**src/logic/effecter_enable_regs.svh**
```systemverilog
`ifndef EFFECTER_ENABLE_REGS_SVH
`define EFFECTER_ENABLE_REGS_SVH

// ----------------------------------------------------------------
// register offsets (byte addresses, the two bases as address bits 7:5)
// ----------------------------------------------------------------
`define OFS_HANDLE      8'h00
`define OFS_COUNT       8'h04
`define OFS_FIELDS      8'h08
`define OFS_GO          8'h0c
`define OFS_RESULT      8'h10
`define OFS_STATUS      8'h14
`define OFS_CLEAR       8'h18
`define OFS_IRQ_EN      8'h1c
`define OFS_SET_STATE   8'h20
`define OFS_OPF_BASE    3'h2
`define OFS_EFF_BASE    3'h3

// ----------------------------------------------------------------
// field positions
// ----------------------------------------------------------------
`define STAT_DONE       0
`define STAT_REFUSED    1
`define STAT_EVENT      2
`define SET_TO_DEFAULT  16

// ----------------------------------------------------------------
// handle, count and result codes
// ----------------------------------------------------------------
`define HANDLE_RSVD_LO  16'h0000
`define HANDLE_RSVD_HI  16'hffff
`define COUNT_MIN       8'h01
`define COUNT_MAX       8'h08
`define RC_SUCCESS      8'h00
`define RC_INVALID_DATA 8'h02
`define RC_BAD_HANDLE   8'h80

// ----------------------------------------------------------------
// reset values
// ----------------------------------------------------------------
`define RST_HANDLE      16'h0000
`define RST_COUNT       8'h00
`define RST_RESULT      8'h00
`define RST_OP_STATE    8'h01
`define RST_GATE        1'b1
`define RST_VALUE       8'h00
`define RST_LIVE        8'hff

`endif

```
**src/logic/effecter_enable_pkg.sv**
```systemverilog
package effecter_enable_pkg;

	// operational state encodings, shared with the state read command
	typedef enum logic [7:0] {
		OP_ENABLED_PENDING = 8'h00,
		OP_ENABLED         = 8'h01,
		OP_DISABLED        = 8'h02,
		OP_UNAVAILABLE     = 8'h03
	} op_state_e;

	// event message gate encodings
	typedef enum logic [7:0] {
		EVENTS_ON      = 8'h00,
		EVENTS_OFF     = 8'h01,
		KEEP_UNCHANGED = 8'hff
	} gate_e;

	// apb request from the master
	typedef struct packed {
		logic        psel;
		logic        penable;
		logic        pwrite;
		logic [7:0]  paddr;
		logic [31:0] pwdata;
	} apb_req_s;

	// apb answer to the master
	typedef struct packed {
		logic        pready;
		logic [31:0] prdata;
		logic        pslverr;
	} apb_rsp_s;

	// whole state of the handler
	typedef struct packed {
		apb_rsp_s         rsp;
		logic [15:0]      handle;
		logic [7:0]       count;
		logic [7:0]       fields;
		logic [7:0][15:0] opf;
		logic [7:0][7:0]  eff_op;
		logic [7:0]       eff_gate;
		logic [7:0][7:0]  eff_val;
		logic [7:0]       result;
		logic [2:0]       status;
		logic [2:0]       irq_en;
		logic             irq;
		logic [7:0]       live;
	} handler_s;

endpackage

```
**src/logic/state_effecter_enable_handler.sv**
```systemverilog
// Design decisions made here: the APB slave port and the placing of the registers.
`timescale 1ns/1ps
`include "effecter_enable_regs.svh"

module state_effecter_enable_handler #(
	parameter logic [15:0] OWN_HANDLE  = 16'h0001,
	parameter logic [7:0]  HAS_DEFAULT = 8'hff,
	parameter logic [7:0]  DEFAULT_VAL = 8'h00
) (
	// clock and reset
	input  wire logic                          core_clk,
	input  wire logic                          resetn,
	// apb slave
	input  wire effecter_enable_pkg::apb_req_s apb_req,
	output effecter_enable_pkg::apb_rsp_s      apb_rsp,
	// interrupt
	output logic                               irq,
	// effecter outputs
	output logic [7:0][7:0]                    effecter_value,
	output logic [7:0]                         effecter_live
);

	effecter_enable_pkg::handler_s state;
	effecter_enable_pkg::handler_s next_state;
	logic [7:0]                    field_ok;
	logic [7:0]                    live;
	logic                          handle_ok;
	logic                          count_ok;

	// ------------------------------------------------------------
	// register map
	// ------------------------------------------------------------

	// 0x00 handle, read and write, bits 15:0
	// 0x04 count of effecters, read and write, bits 7:0
	// 0x08 number of operation fields supplied, read and write
	// 0x0c go, write only, any write runs the enable command
	// 0x10 result code of the last command, read only
	// 0x14 sticky status, read only
	//      bit 0 command done
	//      bit 1 state update refused
	//      bit 2 effecter event, a state set while its gate is on
	// 0x18 clear, write only, a one clears that status bit
	// 0x1c interrupt enable, same layout as status
	// 0x20 state set, write only
	//      bits 2:0 effecter index
	//      bits 15:8 new setting
	//      bit 16 go back to the default setting
	// 0x40 + 4 * i operation field of effecter i
	//      bits 7:0 requested operational state
	//      bits 15:8 event gate request, 0x00 on, 0x01 off, 0xff keep
	// 0x60 + 4 * i effecter i, read only
	//      bits 7:0 operational state
	//      bit 8 event gate
	//      bits 23:16 present setting
	// any other address below 0x40 or from 0x80 up answers with pslverr and read data zero

	// ------------------------------------------------------------
	// limitations
	// ------------------------------------------------------------

	// the handle is checked before the count and the fields
	// nothing is applied unless the whole request validates
	// default revert happens only when a live effecter is disabled,
	// a move to unavailable keeps the last setting
	// gate and setting read as zero while an effecter is not live
	// every access takes one wait state, pready follows a cycle later

	// ------------------------------------------------------------
	// request validation
	// ------------------------------------------------------------

	// reserved handles and foreign handles are not ours
	assign handle_ok = (state.handle != `HANDLE_RSVD_LO) &&
		(state.handle != `HANDLE_RSVD_HI) &&
		(state.handle == OWN_HANDLE);
	// count range and field total must agree
	assign count_ok = (state.count >= `COUNT_MIN) &&
		(state.count <= `COUNT_MAX) &&
		(state.fields == state.count);

	// per effecter field check and liveness
	genvar gi;
	generate
		for (gi = 0; gi < 8; gi++) begin : g_eff
			logic [7:0] op_req;
			logic [7:0] gate_req;
			assign op_req   = state.opf[gi][7:0];
			assign gate_req = state.opf[gi][15:8];
			// unused fields beyond the count pass
			assign field_ok[gi] = (8'(gi) >= state.count) ||
				(((op_req == effecter_enable_pkg::OP_ENABLED_PENDING) ||
				(op_req == effecter_enable_pkg::OP_ENABLED) ||
				(op_req == effecter_enable_pkg::OP_DISABLED) ||
				(op_req == effecter_enable_pkg::OP_UNAVAILABLE)) &&
				((gate_req == effecter_enable_pkg::EVENTS_ON) ||
				(gate_req == effecter_enable_pkg::EVENTS_OFF) ||
				(gate_req == effecter_enable_pkg::KEEP_UNCHANGED)));
			// disabled and unavailable effecters are not operating
			assign live[gi] =
				(state.eff_op[gi] != effecter_enable_pkg::OP_DISABLED) &&
				(state.eff_op[gi] != effecter_enable_pkg::OP_UNAVAILABLE);
		end
	endgenerate

	// ------------------------------------------------------------
	// next state
	// ------------------------------------------------------------

	// apb access, command execution and event collection
	always_comb begin
		logic        access;
		logic        wr;
		logic [7:0]  addr;
		logic [31:0] wdata;
		logic [31:0] rdata;
		logic        err;
		logic [2:0]  idx;
		logic [2:0]  ev_set;
		logic [2:0]  ev_clr;
		logic [7:0]  new_val;
		access     = 1'b0;
		wr         = 1'b0;
		addr       = 8'h00;
		wdata      = 32'h0000_0000;
		rdata      = 32'h0000_0000;
		err        = 1'b0;
		idx        = 3'h0;
		ev_set     = 3'h0;
		ev_clr     = 3'h0;
		new_val    = 8'h00;
		next_state = state;
		// one wait state: answer on the cycle after the first access
		access = apb_req.psel && apb_req.penable && !state.rsp.pready;
		wr     = access && apb_req.pwrite;
		addr   = apb_req.paddr;
		wdata  = apb_req.pwdata;
		idx    = addr[4:2];
		next_state.rsp.pready = access;
		// address decode
		if (addr == `OFS_HANDLE) begin
			rdata = {16'h0000, state.handle};
			if (wr) begin
				next_state.handle = wdata[15:0];
			end
		end else if (addr == `OFS_COUNT) begin
			rdata = {24'h000000, state.count};
			if (wr) begin
				next_state.count = wdata[7:0];
			end
		end else if (addr == `OFS_FIELDS) begin
			rdata = {24'h000000, state.fields};
			if (wr) begin
				next_state.fields = wdata[7:0];
			end
		end else if (addr == `OFS_GO) begin
			if (wr) begin
				ev_set[`STAT_DONE] = 1'b1;
				if (!handle_ok) begin
					next_state.result = `RC_BAD_HANDLE;
				end else if (!count_ok || (field_ok != 8'hff)) begin
					next_state.result = `RC_INVALID_DATA;
				end else begin
					next_state.result = `RC_SUCCESS;
					for (int i = 0; i < 8; i++) begin
						if (i < int'(state.count)) begin
							// switch operation on or off
							next_state.eff_op[i] = state.opf[i][7:0];
							if ((state.opf[i][7:0] ==
								effecter_enable_pkg::OP_DISABLED) &&
								live[i] && HAS_DEFAULT[i]) begin
								next_state.eff_val[i] = DEFAULT_VAL;
							end
							// event gate, keep unchanged leaves it
							if (state.opf[i][15:8] ==
								effecter_enable_pkg::EVENTS_ON) begin
								next_state.eff_gate[i] = 1'b1;
							end else if (state.opf[i][15:8] ==
								effecter_enable_pkg::EVENTS_OFF) begin
								next_state.eff_gate[i] = 1'b0;
							end
						end
					end
				end
			end
		end else if (addr == `OFS_RESULT) begin
			rdata = {24'h000000, state.result};
		end else if (addr == `OFS_STATUS) begin
			rdata = {29'h00000000, state.status};
		end else if (addr == `OFS_CLEAR) begin
			if (wr) begin
				ev_clr = wdata[2:0];
			end
		end else if (addr == `OFS_IRQ_EN) begin
			rdata = {29'h00000000, state.irq_en};
			if (wr) begin
				next_state.irq_en = wdata[2:0];
			end
		end else if (addr == `OFS_SET_STATE) begin
			if (wr) begin
				idx = wdata[2:0];
				if (wdata[`SET_TO_DEFAULT]) begin
					new_val = DEFAULT_VAL;
				end else begin
					new_val = wdata[15:8];
				end
				// no update while disabled or absent
				if (!live[idx] || (wdata[`SET_TO_DEFAULT] &&
					!HAS_DEFAULT[idx])) begin
					ev_set[`STAT_REFUSED] = 1'b1;
				end else begin
					next_state.eff_val[idx] = new_val;
					ev_set[`STAT_EVENT] = state.eff_gate[idx];
				end
			end
		end else if (addr[7:5] == `OFS_OPF_BASE) begin
			rdata = {16'h0000, state.opf[idx]};
			if (wr) begin
				next_state.opf[idx] = wdata[15:0];
			end
		end else if (addr[7:5] == `OFS_EFF_BASE) begin
			// setting and gate hidden when not operating
			if (live[idx]) begin
				rdata = {8'h00, state.eff_val[idx], 7'h00,
					state.eff_gate[idx], state.eff_op[idx]};
			end else begin
				rdata = {24'h000000, state.eff_op[idx]};
			end
		end else begin
			err = 1'b1;
		end
		if (access) begin
			next_state.rsp.prdata  = rdata;
			next_state.rsp.pslverr = err;
		end
		// sticky status, a new event wins over its clear
		next_state.status = (state.status & ~ev_clr) | ev_set;
		next_state.irq    = |(next_state.status & next_state.irq_en);
		// live flags kept in the state so the output leaves a flip-flop
		for (int i = 0; i < 8; i++) begin
			next_state.live[i] =
				(next_state.eff_op[i] == effecter_enable_pkg::OP_ENABLED) ||
				(next_state.eff_op[i] ==
				effecter_enable_pkg::OP_ENABLED_PENDING);
		end
	end

	// ------------------------------------------------------------
	// state register
	// ------------------------------------------------------------

	// asynchronous reset to constants
	always_ff @(posedge core_clk or negedge resetn) begin
		if (!resetn) begin
			state          <= '0;
			state.handle   <= `RST_HANDLE;
			state.count    <= `RST_COUNT;
			state.result   <= `RST_RESULT;
			state.eff_op   <= {8{`RST_OP_STATE}};
			state.eff_gate <= {8{`RST_GATE}};
			state.eff_val  <= {8{`RST_VALUE}};
			state.live     <= `RST_LIVE;
		end else begin
			state <= next_state;
		end
	end

	// outputs straight from the state register
	assign apb_rsp        = state.rsp;
	assign irq            = state.irq;
	assign effecter_value = state.eff_val;
	assign effecter_live  = state.live;

endmodule // state_effecter_enable_handler

```
**config.mk**
```make
export PLATFORM = sky130hd
export DESIGN_NAME = state_effecter_enable_handler
export DESIGN_NICKNAME = d
export VERILOG_FILES = /design/src/logic/effecter_enable_pkg.sv /design/src/logic/state_effecter_enable_handler.sv
export VERILOG_INCLUDE_DIRS = /design/src /design/src/logic
export SDC_FILE = /design/constraint.sdc
export NUM_CORES = 1
export LEC_CHECK = 0
export BUFFER_PORTS_ARGS = -buffer_cell sky130_fd_sc_hd__buf_2
export CORE_ASPECT_RATIO = 0.7
export CORE_MARGIN = 2
export CORE_UTILIZATION = 50
export DETAILED_ROUTE_END_ITERATION = 10
export PLACE_DENSITY = 0.83
export SETUP_SLACK_MARGIN = 0.05
export SYNTH_ARGS = -nofsm -noshare
export SYNTH_HDL_FRONTEND = slang
export SYNTH_SLANG_ARGS = --single-unit
```
**constraint.sdc**
```tcl
create_clock -name core_clk -period 3 [get_ports core_clk]
set_clock_uncertainty 0.15 [all_clocks]
set_input_delay 0.75 -clock core_clk [delete_from_list [all_inputs] [get_ports core_clk]]
set_output_delay 0.75 -clock core_clk [all_outputs]
set_load 0.01 [all_outputs]
```
* Word-level counts from Yosys, hierarchy flattened *
Memory sizes are Yosys's and may differ from the RTL's.
Index checks and enable logic that the tools add are counted.

word-level totals
  bits in read-only memories = 8
  input bits = 45
  output and inout bits = 107
  flip-flop bits (word level) = 353
  memories kept = 1

cells by class
  reductions and logical operators = 153
  muxes and demuxes = 152
  equality and inequality tests = 103
  magnitude comparators = 22
  bitwise operators = 14

memory list
  name             words  bits a word  read ports  clocked after Yosys merged registers in  wr ports  RTL line                              source
  (no name shown)  8      1            1           0                                        0         state_effecter_enable_handler.sv:209  !HAS_DEFAULT[idx])) begin

operators by type and width
  kind                count
  $mux 144            4
  $mux 64             8
  $mux 8              40
  $mux 24             12
  $mux 136            2
  $logic_not 8->1     25
  $eq 8x1->1 const B  24
  $bwmux 128          1
  $eq 8x2->1 const B  16
  $ne 8x2->1 const B  16
  $reduce_and 15->1   8
  $mux 72             1
  $reduce_and 9->1    8
  $bwmux 64           1
  $eq 8x8->1 const B  8
  $mux 3              20
  $logic_or 1x1->1    58
  $bmux 16 s3         1
  $bmux 8 s3          2
  $demux 16 s3        1
  $mux 1              44
  $logic_and 1x1->1   34
  $eq 8x5->1 const B  4
  $ge 3x8->1 const A  4
  other kinds (37)    102

* Logic depth before layout (Yosys ltp) *
Gate-level depths: netlist of run 1.

  depth in word-level cells = 27
  depth in mapped cells = 10
  gate-level depth less buffers = 9

* Worst setup path before layout of run 1 *
OpenSTA, ideal clock, no wires.

  kind = input to register
  from = input port apb_req[33] (netlist name)
  to = register state, in the netlist effecter_value[48]
  stages = 9
  data required time = 2782 ps
  path buffers = 1
  setup slack = -238 ps
  data arrival time = 3019 ps
  path through = or4_1 > clkbuf_1 > or4_4 > o211ai_2 > o21ai_2 > and4_1 > a41o_1 > a32oi_4 > a22o_1

between the ends
  longest elaborated chain between the ends = 3

RTL lines
  what                                                RTL line                              source
  start, declared                                     state_effecter_enable_handler.sv:14   input wire effecter_enable_pkg::apb_req_s apb_req,
  $eq 8x5->1 (no line), or another cell as far along  --
  $ne 6x6->1 (no line), or another cell as far along  --
  $reduce_and 15->1 (no line)                         --
  end signal, assigned                                state_effecter_enable_handler.sv:264  state <= next_state;
  end, declared                                       state_effecter_enable_handler.sv:23   effecter_enable_pkg::handler_s state;

Parallel ways exist; a longest one is shown, timed or not.
A chain may end at the register's enable or synchronous reset.

* Worst setup path after layout of run 1 *
  from = register state[302] (netlist name)
  to = register state, in the netlist effecter_value[50]

between the ends
  longest elaborated chain between the ends = 7

RTL lines
  what
  branches (longest 6 deep; another with $ge 1x8->1)
  $reduce_and 15->1 (no line) *

Mark *: on every way between the ends.

==> impl_metrics.yaml, run 1 <==
synth:
  netlist_area_sq_um: 17300
  synth_compound_gate_area_share_pct: 6.87
  synth.distinct_cells: 76
  synth.yosys.warnings: 0
  synth_top_area_share_pct: 45.7
  synth_ff_type: "sky130_fd_sc_hd__dfrtp_1"
  post_synth_and_or_nand_nor_area_fraction_pct: 12.7
  synth-xor-area-share_pct: 0.152
  most_used_standard_cell_by_instance_count_after_synthesis: "sky130_fd_sc_hd__dfrtp_1"
  muxShareOfSynthArea_pct: 24.3
  synth-adder-area-share_pct: 0
  synth.top_cells.by_count: "sky130_fd_sc_hd__dfrtp_1 (315), sky130_fd_sc_hd__mux2_2 (188), sky130_fd_sc_hd__buf_4 (109), sky130_fd_sc_hd__mux4_2 (76), sky130_fd_sc_hd__nor2_1 (75)"
  synth-edff-count: 0
  synth_top_family_by_area: "multiplexers"
  seq_area_frac_synth_pct: 49.3
  syn_avg_cell_area_sq_um: 12.6
  syn-instance-count: 1365
  synth.area.top_cells: "sky130_fd_sc_hd__dfrtp_1 (46%), sky130_fd_sc_hd__mux2_2 (12%), sky130_fd_sc_hd__mux4_2 (9.9%)"
  netlist.top_cell.by_area: "sky130_fd_sc_hd__dfrtp_1"
  ys_async_sr_fraction_pct: 100
  postSynthRegisterBits: 339
placed_design:
  port-buffer-count: 128
  half_perimeter_wire_length_of_the_detailed_placement_result_um: 37800
  gp_congestion: 0.955
global_routing:
  pin_count_of_the_biggest_net_entering_global_routing: 86
  antenna_found_initial: 6
  groute.usage.overall_pct: 29.0
  first_pass_grt_wire_length_um: 79200
  grt_overflow: 0
  first_global_vias: 13100
timing:
  fmaxAchievable_ghz: 0.324
  worst_slack_ps: -89.1
  timing_max_transition_violations_final: 0
  fin_hold_ws_ps: 82.6
  worst_max_slew_margin_expressed_relative_to_the_limit_pct: 44.6
  final.setup.tns_ps: -1890
  worst_slew_pin_slew_ps: 828
  grt_setup_unrepaired: "yes"
  finalHoldViolations: 0
  setup-violations-final: 49
  layout_worst_path_cycle_share_pct: 103
  layout_min_cycle_time_ps: 3090
min_path:
  min-delay-path-class: "primary input to asynchronous set/reset pin"
die:
  floorplan.initialDensity_pct: 51.1
  design.die.area_sq_um: 36000
  dieHeight_um: 159
  std_cell_rows: 56
  design.portCount: 152
  dieWidth_um: 226
  placeableCoreArea_sq_um: 33800
cts:
  cts_tree: "yes"
  cts-htree-levels: 2
  clock_latency_ps: 540
  cts_sinks: 339
  clock_edge_transition_at_the_registers_on_the_reported_setup_and_hold_paths_ps: 70
  cts_root_buf: "sky130_fd_sc_hd__clkbuf_16"
  cts.path.max_buffers: 3
  tritoncts.num_buffers: 35
  ctsHoldBuffers: 0
layout:
  area_added_between_synthesis_and_finish_pct: 20.3
  fillerInstances: 2487
  num-nets-final: 1614
  layout-drive-gt1-share_pct: 47.7
outcome:
  outcome: "finished with violations"
  failing_checks: "design-rule violations, negative setup slack"
critical_path:
  path_common_cell: "sky130_fd_sc_hd__buf_4"
  cp_num_buf_inv: 3
  critical_path.max_stage_delay_ps: 610
  critPathArrivalTime_ps: 3420
  critPathLaunchType: "flip-flop"
  setup.worst_path.end_class: "flip-flop"
  crit_path_cell_trace: "or4_4, nor3_4, buf_12, a2111oi_4, buf_4, a21boi_2, and4_4, buf_4, a41o_1, a32oi_4, a22o_1"
  cpMaxStageDelayCell: "sky130_fd_sc_hd__or4_4"
  required_ps: 3330
  crit_path_max_fanout: 8
  path_class: "flip-flop to flip-flop"
  timing.critical_path.max_delay_family: "compound AO/OA/AOI/OAI gates"
route:
  drtPass1Iterations: 10
  drt_wl_total_um: 51600
  drt_iter0_markers: 1605
  final_antenna_violating_net_count: 0
  num_vias: 13000
  drt-vias-per-instance: 6.28
  drc_errors: 1
  routedWlPerCell_um: 25.0
power:
  power.density_nw_per_um2: 492
  ir_worst_vdd_v: 0.000360
  leakagePower_nw: 10.1
flow_run:
  timing.max_cap.violations: 0
==> cell type report <==
type | instances | area (sq um) | area share [%]
flip-flops and latches | 339 | 8510 | 41.0
multi-input cells | 844 | 7960 | 38.4
repair buffers | 338 | 2510 | 12.1
clock buffers | 55 | 1070 | 5.17
well taps | 464 | 581 | 2.80
clock inverters | 9 | 72.6 | 0.350
inverters | 11 | 42.5 | 0.205
diodes | 3 | 7.51 | 0.0362
==> placed cells by master, fill, tap and decap left out, types with 15 or more instances in the layout <==
cell type                   count
sky130_fd_sc_hd__dfrtp_1      315
sky130_fd_sc_hd__clkbuf_16     36
sky130_fd_sc_hd__buf_4        183
sky130_fd_sc_hd__nand4_1       26
sky130_fd_sc_hd__buf_12        19
sky130_fd_sc_hd__mux2_2       181
sky130_fd_sc_hd__o21ai_0       20
sky130_fd_sc_hd__nand2_1       56
sky130_fd_sc_hd__dfstp_2       24
sky130_fd_sc_hd__o2bb2ai_1     15
sky130_fd_sc_hd__nor4_1        19
sky130_fd_sc_hd__nor2_1        75
sky130_fd_sc_hd__buf_2        125
sky130_fd_sc_hd__a22o_1        33
sky130_fd_sc_hd__and2_1        16
sky130_fd_sc_hd__nand3_1       23
sky130_fd_sc_hd__nor2b_1       47
sky130_fd_sc_hd__mux2i_1       28
sky130_fd_sc_hd__mux4_2        76
==> logic make-up (layout without fill, tap and decap cells) <==
group,Yosys count,after routing
AOI/OAI and AO/OA,148,148
xor gates and xnor gates,3,3
buffers and inverters,189,413
DFF,339,339
muxes,300,300
other,1,11
and+or+nand+nor,385,385
==> final timing paths <==
kind	startpoint	to	slack (ps)	depth (start not counted)
min	resetn	g_eff[2].gate_req[5]$_DFFE_PN0P_	80	1
min reg2reg	g_eff[0].gate_req[0]$_DFFE_PN0P_	state[87]$_DFFE_PN1P_	320	1
max in group asynchronous	resetn	state[143]$_DFF_PN1_	1790	2
max reg2reg	state[302]$_DFFE_PN0P_	effecter_value[50]$_DFFE_PN0P_	-90	11
min in group core_clk	g_eff[0].gate_req[0]$_DFFE_PN0P_	state[87]$_DFFE_PN1P_	320	1
max	state[302]$_DFFE_PN0P_	effecter_value[50]$_DFFE_PN0P_	-90	11
==> where the power goes <==
group	internal (W)	switching (W)	leakage (nW)
Sequential	0.00468	0.0000969	4.60
Clock	0.00248	0.00186	0.558
Combinational	0.000473	0.000629	4.96
==> metal layers <==
layer | vias to the layer above | GRT usage [%] | part of all wire [%]
met3 | 139 | 11.7 | 14
met5 | - | 0 | 0.12
li1 | 5395 | - | -
met4 | 6 | 8.25 | 2.5
met1 | 6600 | 41.0 | 41
met2 | 812 | 41.2 | 43
==> flip-flops by register name (all words and copies together) (netlist names) <==
name            cells
effecter_value     64
irq                 1
state             112
g_eff.gate_req     64
g_eff.op_req       64
apb_rsp            26
effecter_live       8
==> through the flow <==
| stage | instances | total power (W) | setup WS, ps | instance area (sq um) | utilization, % |
|---|---|---|---|---|---|
| global placement | 1985 | 0.00585 | -310 | 19200 | 57.0 |
| detailed placement | 1985 | 0.00589 | -385 | 19200 | 57.0 |
| finish | 2063 | 0.0102 | -89.1 | 20800 | 61.5 |
| floorplan | 1372 | 0.00539 | -173 | 17400 | - |
| global route | 2063 | 0.0106 | -221 | 20800 | 61.5 |
| CTS | 2057 | 0.0102 | -46.6 | 20600 | 61.0 |
==> what timing repair did <==
action | CTS | global route
buffers inserted | 8 | 3
pin swaps | 10 | 15
endpoints found under the setup margin | 144 | 144
gates resized for setup | 34 | 39
(Power assumes the default switching activity.)
==> run 2, diff against run 1 <==
--- a/config.mk
+++ b/config.mk
@@ -6,12 +6,15 @@
 export SDC_FILE = /design/constraint.sdc
 export NUM_CORES = 1
 export LEC_CHECK = 0
+export ABC_AREA = 1
 export BUFFER_PORTS_ARGS = -buffer_cell sky130_fd_sc_hd__buf_2
+export CELL_PAD_IN_SITES_DETAIL_PLACEMENT = 2
+export CELL_PAD_IN_SITES_GLOBAL_PLACEMENT = 2
 export CORE_ASPECT_RATIO = 0.7
-export CORE_MARGIN = 2
-export CORE_UTILIZATION = 50
+export CORE_MARGIN = 10
+export CORE_UTILIZATION = 32
 export DETAILED_ROUTE_END_ITERATION = 10
-export PLACE_DENSITY = 0.83
+export PLACE_DENSITY = 0.88
 export SETUP_SLACK_MARGIN = 0.05
 export SYNTH_ARGS = -nofsm -noshare
 export SYNTH_HDL_FRONTEND = slang
==> impl_metrics.yaml, run 2 <==
cts:
  cts.path.max_buffers: 3
  tritoncts.num_buffers: 36
  clock_edge_transition_at_the_registers_on_the_reported_setup_and_hold_paths_ps: 80
  cts_sinks: 339
  clock_latency_ps: 590
  cts-htree-levels: 2
  cts_root_buf: "sky130_fd_sc_hd__clkbuf_16"
  cts_tree: "yes"
synth:
  synth.area.top_cells: "sky130_fd_sc_hd__dfrtp_1 (44%), sky130_fd_sc_hd__nand2_1 (12%), sky130_fd_sc_hd__o21ai_0 (6.5%)"
  netlist_area_sq_um: 17800
  seq_area_frac_synth_pct: 48.0
  synth_top_family_by_area: "simple AND/OR/NAND/NOR gates"
  syn_avg_cell_area_sq_um: 7.86
  synth_top_area_share_pct: 44.4
  synth_compound_gate_area_share_pct: 14.8
  netlist.top_cell.by_area: "sky130_fd_sc_hd__dfrtp_1"
  syn-instance-count: 2260
  synth-xor-area-share_pct: 0
  synth-adder-area-share_pct: 0
  post_synth_and_or_nand_nor_area_fraction_pct: 26.2
  synth-edff-count: 0
  synth.top_cells.by_count: "sky130_fd_sc_hd__nand2_1 (586), sky130_fd_sc_hd__dfrtp_1 (315), sky130_fd_sc_hd__nor2_1 (243), sky130_fd_sc_hd__o21ai_0 (231), sky130_fd_sc_hd__inv_1 (165)"
  most_used_standard_cell_by_instance_count_after_synthesis: "sky130_fd_sc_hd__nand2_1"
  postSynthRegisterBits: 339
  synth.yosys.warnings: 0
  muxShareOfSynthArea_pct: 0.0634
  ys_async_sr_fraction_pct: 100
  synth_ff_type: "sky130_fd_sc_hd__dfrtp_1"
  synth.distinct_cells: 52
timing:
  worst_slack_ps: -42.6
  fmaxAchievable_ghz: 0.329
  layout_worst_path_cycle_share_pct: 101
  fin_hold_ws_ps: 14.4
  layout_min_cycle_time_ps: 3040
  finalHoldViolations: 0
  final.setup.tns_ps: -78.2
  setup-violations-final: 3
  worst_slew_pin_slew_ps: 962
  grt_setup_unrepaired: "yes"
  worst_max_slew_margin_expressed_relative_to_the_limit_pct: 35.8
  timing_max_transition_violations_final: 0
critical_path:
  path_common_cell: "sky130_fd_sc_hd__nand2_1"
  cpMaxStageDelayCell: "sky130_fd_sc_hd__dfrtp_1"
  setup.worst_path.end_class: "flip-flop"
  critical_path.max_stage_delay_ps: 450
  crit_path_max_fanout: 11
  critPathArrivalTime_ps: 3380
  required_ps: 3330
  crit_path_cell_trace: "nor3_2, nand2_1, nand2_1, nand2_1, nand2_1, nand2_1, nor2_2, nand3_2, nand2_8, buf_4, buf_4, nand4_1, nand2_1"
  path_class: "flip-flop to flip-flop"
  critPathLaunchType: "flip-flop"
power:
  fin_total_pwr_w: 0.0112
  leakagePower_nw: 10.2
  power.density_nw_per_um2: 533
  ir_worst_vdd_v: 0.000316
route:
  drt_iter0_markers: 2728
  drc_errors: 0
  drtPass1Iterations: 6
  routedWlPerCell_um: 32.5
  num_vias: 19700
  final_antenna_violating_net_count: 0
  drt_wl_total_um: 103000
  drt-vias-per-instance: 6.20
layout:
  layout.cells.most_common_list: "sky130_fd_sc_hd__nand2_1 (584), sky130_fd_sc_hd__dfrtp_1 (315), sky130_fd_sc_hd__nor2_1 (237)"
  final_util_pct: 38.2
  largest_reg_flops: 112
  num-nets-final: 2458
  fillerInstances: 6187
  layout-drive-gt1-share_pct: 19.5
  design_area_sq_um: 21000
  area_added_between_synthesis_and_finish_pct: 18.4
  max_flop_register: "state"
  mostFrequentLayoutCell: "sky130_fd_sc_hd__nand2_1"
placed_design:
  postPlaceCellArea_sq_um: 19600
  gp_congestion: 0.961
  port-buffer-count: 128
  half_perimeter_wire_length_of_the_detailed_placement_result_um: 62000
flow_run:
  timing.max_cap.violations: 0
global_routing:
  first_global_vias: 21400
  grt_overflow: 0
  first_pass_grt_wire_length_um: 148000
  groute.usage.overall_pct: 29.7
  pin_count_of_the_biggest_net_entering_global_routing: 64
  antenna_found_initial: 6
die:
  design.die.area_sq_um: 65500
  std_cell_rows: 72
  dieWidth_um: 302
  dieHeight_um: 217
  floorplan.initialDensity_pct: 32.3
  placeableCoreArea_sq_um: 55000
  design.portCount: 152
outcome:
  outcome: "finished with violations"
  failing_checks: "negative setup slack"
min_path:
  min-delay-path-class: "primary input to asynchronous set/reset pin"
-- run 2: layer usage --
metal | global-route usage [%] | vias to the layer above | share of wire, %
met4 | 14.5 | 4 | 6.3
met5 | 0 | - | 0.023
met2 | 46.7 | 1401 | 45
met3 | 9.50 | 461 | 11
met1 | 36.6 | 10100 | 38
li1 | - | 7746 | -
-- run 2: cell type report --
type	count	area (sq um)	area share [%]
Multi-Input combinational cell	1542	7450	35.4
Tap cell	740	926	4.40
Timing Repair Buffer	311	2240	10.7
Sequential cell	339	8510	40.5
Clock inverter	9	150	0.714
Clock buffer	55	1050	5.01
Antenna cell	2	5.00	0.0238
Inverter	183	689	3.28
-- run 2: path summary, 6_finish.rpt --
path / start / endpoint / slack [ps] / cells past startpoint
setup / recovery: g_eff[6].gate_req[5]$_DFFE_PN0P_ / effecter_value[4]$_DFFE_PN0P_ / -40 / 13
hold / removal: resetn / state[112]$_DFF_PN0_ / 10 / 1
setup reg to reg: g_eff[6].gate_req[5]$_DFFE_PN0P_ / effecter_value[4]$_DFFE_PN0P_ / -40 / 13
hold reg to reg: g_eff[0].op_req[0]$_DFFE_PN0P_ / g_eff[0].op_req[0]$_DFFE_PN0P_ / 340 / 2
max in group asynchronous: resetn / state[89]$_DFFE_PN1P_ / 1810 / 2
min in group core_clk: g_eff[0].op_req[0]$_DFFE_PN0P_ / g_eff[0].op_req[0]$_DFFE_PN0P_ / 340 / 2
-- run 2: cell families (layout without fill, tap and decap cells) --
kind of cell,after synthesis,count (layout)
buffers and inverters,387,558
multiplexers,1,1
flip-flops,339,339
AND/OR/NAND/NOR,1076,1076
other,1,10
AO/OA/AOI/OAI,456,457
-- run 2: metrics by stage --
stage	setup slack, ps	instances
3_3_place_gp	-209	3102
5_1_grt	-68.0	3180
6_report	-42.6	3181
3_5_place_dp	-407	3102
2_1_floorplan	484	2267
4_1_cts	27.7	3170
-- run 2: critical path: cells and delay by family, from the launching register on --
kind / cells / cell delay (ps)
buffers and inverters: 2 / 330
and+or+nand+nor: 11 / 2030
DFF: 1 / 450
-- run 2: report_power, final --
group	total (W)	internal, W	leakage [nW]	switching (W)
logic	0.00137	0.000368	5.22	0.00100
registers	0.00483	0.00469	4.36	0.000146
clock network	0.00501	0.00278	0.582	0.00224
total	0.0112	0.00783	10.2	0.00338
-- run 2: timing repair --
action	4_1_cts	5_1_grt
resized for setup	4	25
setup endpoints to repair	79	115
gates cloned	1	0
pin swaps	0	3
buffers inserted	3	9
hold buffers	0	0
==> run 3, diff against run 2 <==
--- a/config.mk
+++ b/config.mk
@@ -15,7 +15,7 @@
 export CORE_UTILIZATION = 32
 export DETAILED_ROUTE_END_ITERATION = 10
 export PLACE_DENSITY = 0.88
-export SETUP_SLACK_MARGIN = 0.05
+export SETUP_SLACK_MARGIN = 0.4
 export SYNTH_ARGS = -nofsm -noshare
 export SYNTH_HDL_FRONTEND = slang
 export SYNTH_SLANG_ARGS = --single-unit
==> impl_metrics.yaml, run 3 (synthesis results as in run 2) <==
route:
  drt_wl_total_um: 128000
  drtPass1Iterations: 8
  routedWlPerCell_um: 39.4
  maxUsedRoutingLayer: "met5"
  final_antenna_violating_net_count: 0
  drt_iter0_markers: 3045
  drt-vias-per-instance: 6.69
  drt-met1-wl_um: 43700
  detailroute.wirelength.met2_um: 54300
  drc_errors: 0
  num_vias: 21700
  wl_met3_um: 17400
global_routing:
  first_global_vias: 22200
  pin_count_of_the_biggest_net_entering_global_routing: 64
  groute.usage.overall_pct: 31.6
  antenna_found_initial: 12
  first_pass_grt_wire_length_um: 156000
  grt_overflow: 0
power:
  power.density_nw_per_um2: 518
  switching_share_pct: 32.4
  ir_worst_vdd_v: 0.000343
  seq_power_share_pct: 41.5
  power_frac_comb_pct: 14.1
  cell_internal_pwr_w: 0.00792
  total_switching_power_w: 0.00379
  power_frac_clock_pct: 44.4
  leakagePower_nw: 10.8
timing:
  layout_min_cycle_time_ps: 3510
  fmaxAchievable_ghz: 0.285
  worst_slack_ps: -513
  worst_max_slew_margin_expressed_relative_to_the_limit_pct: -1.57
  finalHoldViolations: 6
  worst_slew_pin_slew_ps: 1510
  layout_worst_path_cycle_share_pct: 117
  setup-violations-final: 16
  timing_max_transition_violations_final: 2
  grt_setup_unrepaired: "yes"
  fin_hold_ws_ps: -16.1
die:
  design.die.area_sq_um: 65500
  dieWidth_um: 302
  design.portCount: 152
  floorplan.initialDensity_pct: 32.3
  dieHeight_um: 217
  placeableCoreArea_sq_um: 55000
  std_cell_rows: 72
critical_path:
  crit_path_cell_trace: "or2_2, nor3_1, nand3_1, a21oi_2, buf_4, nand4_1, nand2_1"
  timing.critical_path.max_delay_family: "simple AND/OR/NAND/NOR gates"
  cpMaxStageDelayCell: "sky130_fd_sc_hd__nor3_1"
  path_class: "flip-flop to flip-flop"
  critPathArrivalTime_ps: 3810
  setup.worst_path.end_class: "flip-flop"
  critPathLaunchType: "flip-flop"
  critical_path.max_stage_delay_ps: 1190
  required_ps: 3300
  cp_num_buf_inv: 1
  crit_path_max_fanout: 8
layout:
  multiInputGateArea_sq_um: 8250
  largest_reg_flops: 112
  sequential_cell_area_sq_um: 8530
  design_area_sq_um: 22600
  fillerInstances: 6006
  area_added_between_synthesis_and_finish_pct: 27.3
  layout.cells.most_common_list: "sky130_fd_sc_hd__nand2_1 (516), sky130_fd_sc_hd__dfrtp_1 (302), sky130_fd_sc_hd__o21ai_0 (203)"
  mostFrequentLayoutCell: "sky130_fd_sc_hd__nand2_1"
  final_util_pct: 41.1
  layout-drive-gt1-share_pct: 28.7
  num-nets-final: 2519
  max_flop_register: "state"
cts:
  clock_latency_ps: 620
  cts_sinks: 339
  tritoncts.num_buffers: 36
  cts_root_buf: "sky130_fd_sc_hd__clkbuf_16"
  cts-htree-levels: 2
  clock_edge_transition_at_the_registers_on_the_reported_setup_and_hold_paths_ps: 100
  ctsHoldBuffers: 0
  cts.path.max_buffers: 3
  cts_tree: "yes"
flow_run:
  timing.max_cap.violations: 1
min_path:
  min-delay-path-class: "primary input to asynchronous set/reset pin"
placed_design:
  half_perimeter_wire_length_of_the_detailed_placement_result_um: 62000
  port-buffer-count: 128
  postPlaceCellArea_sq_um: 19600
  gp_congestion: 0.961
outcome:
  failing_checks: "negative hold slack, max-capacitance violations, max-slew violations, negative setup slack"
  outcome: "finished with violations"
run 3: what timing repair did:
item                                    4_1_cts  5_1_grt
pin swaps                                    21       60
cloned                                        2        4
gates resized for setup                      83      245
setup buffers                                27       41
endpoints found under the setup margin      163      180
run 3: stage by stage:
| step | setup WS, ps | hold slack [ps] | setup TNS [ps] | instances | power (W) |
|---|---|---|---|---|---|
| after floorplan | 484 | 296 | 0 | 2267 | 0.00543 |
| after global placement | -209 | 314 | -5840 | 3102 | 0.00601 |
| after detailed placement | -407 | 321 | -19370 | 3102 | 0.00609 |
| after CTS | 338 | 7.92 | 0 | 3195 | 0.0111 |
| after global routing | -505 | 24.7 | -3090 | 3240 | 0.0118 |
| final | -513 | -16.1 | -3010 | 3245 | 0.0117 |
run 3: final cells by class:
class,instances,area share (%)
diodes,5,0.0553
clock buffers,55,4.66
clock inverters,9,0.664
inverters,183,3.16
multi-input cells,1543,36.5
flip-flops and latches,339,37.7
well taps,740,4.10
repair buffers,371,13.1
run 3: power by group through the flow:
stage | logic, W | registers (W) | clock network, W
4_1_cts | 0.00134 | 0.00482 | 0.00498
6_report | 0.00165 | 0.00486 | 0.00520
3_5_place_dp | 0.00120 | 0.00489 | 0
5_1_grt | 0.00166 | 0.00486 | 0.00531
3_3_place_gp | 0.00114 | 0.00487 | 0
2_1_floorplan | 0.000593 | 0.00484 | 0
run 3: routing by layer:
layer | track usage [%] | vias to the layer above
li1 | - | 7880
met1 | 38.0 | 10800
met2 | 49.0 | 2149
met3 | 10.4 | 884
met4 | 18.5 | 16
met5 | 0 | -
run 3: worst paths after layout:
path	start	cells past startpoint	end	slack, ps
setup / recovery	g_eff[5].op_req[2]$_DFFE_PN0P_	7	effecter_value[40]$_DFFE_PN0P_	-510
hold reg to reg	apb_rsp[17]$_DFFE_PN0P_	2	apb_rsp[17]$_DFFE_PN0P_	350
hold / removal	resetn	1	state[113]$_DFF_PN0_	-20
min in group core_clk	apb_rsp[17]$_DFFE_PN0P_	2	apb_rsp[17]$_DFFE_PN0P_	350
max in group asynchronous	resetn	2	state[90]$_DFFE_PN1P_	1770
setup reg to reg	g_eff[5].op_req[2]$_DFFE_PN0P_	7	effecter_value[40]$_DFFE_PN0P_	-510
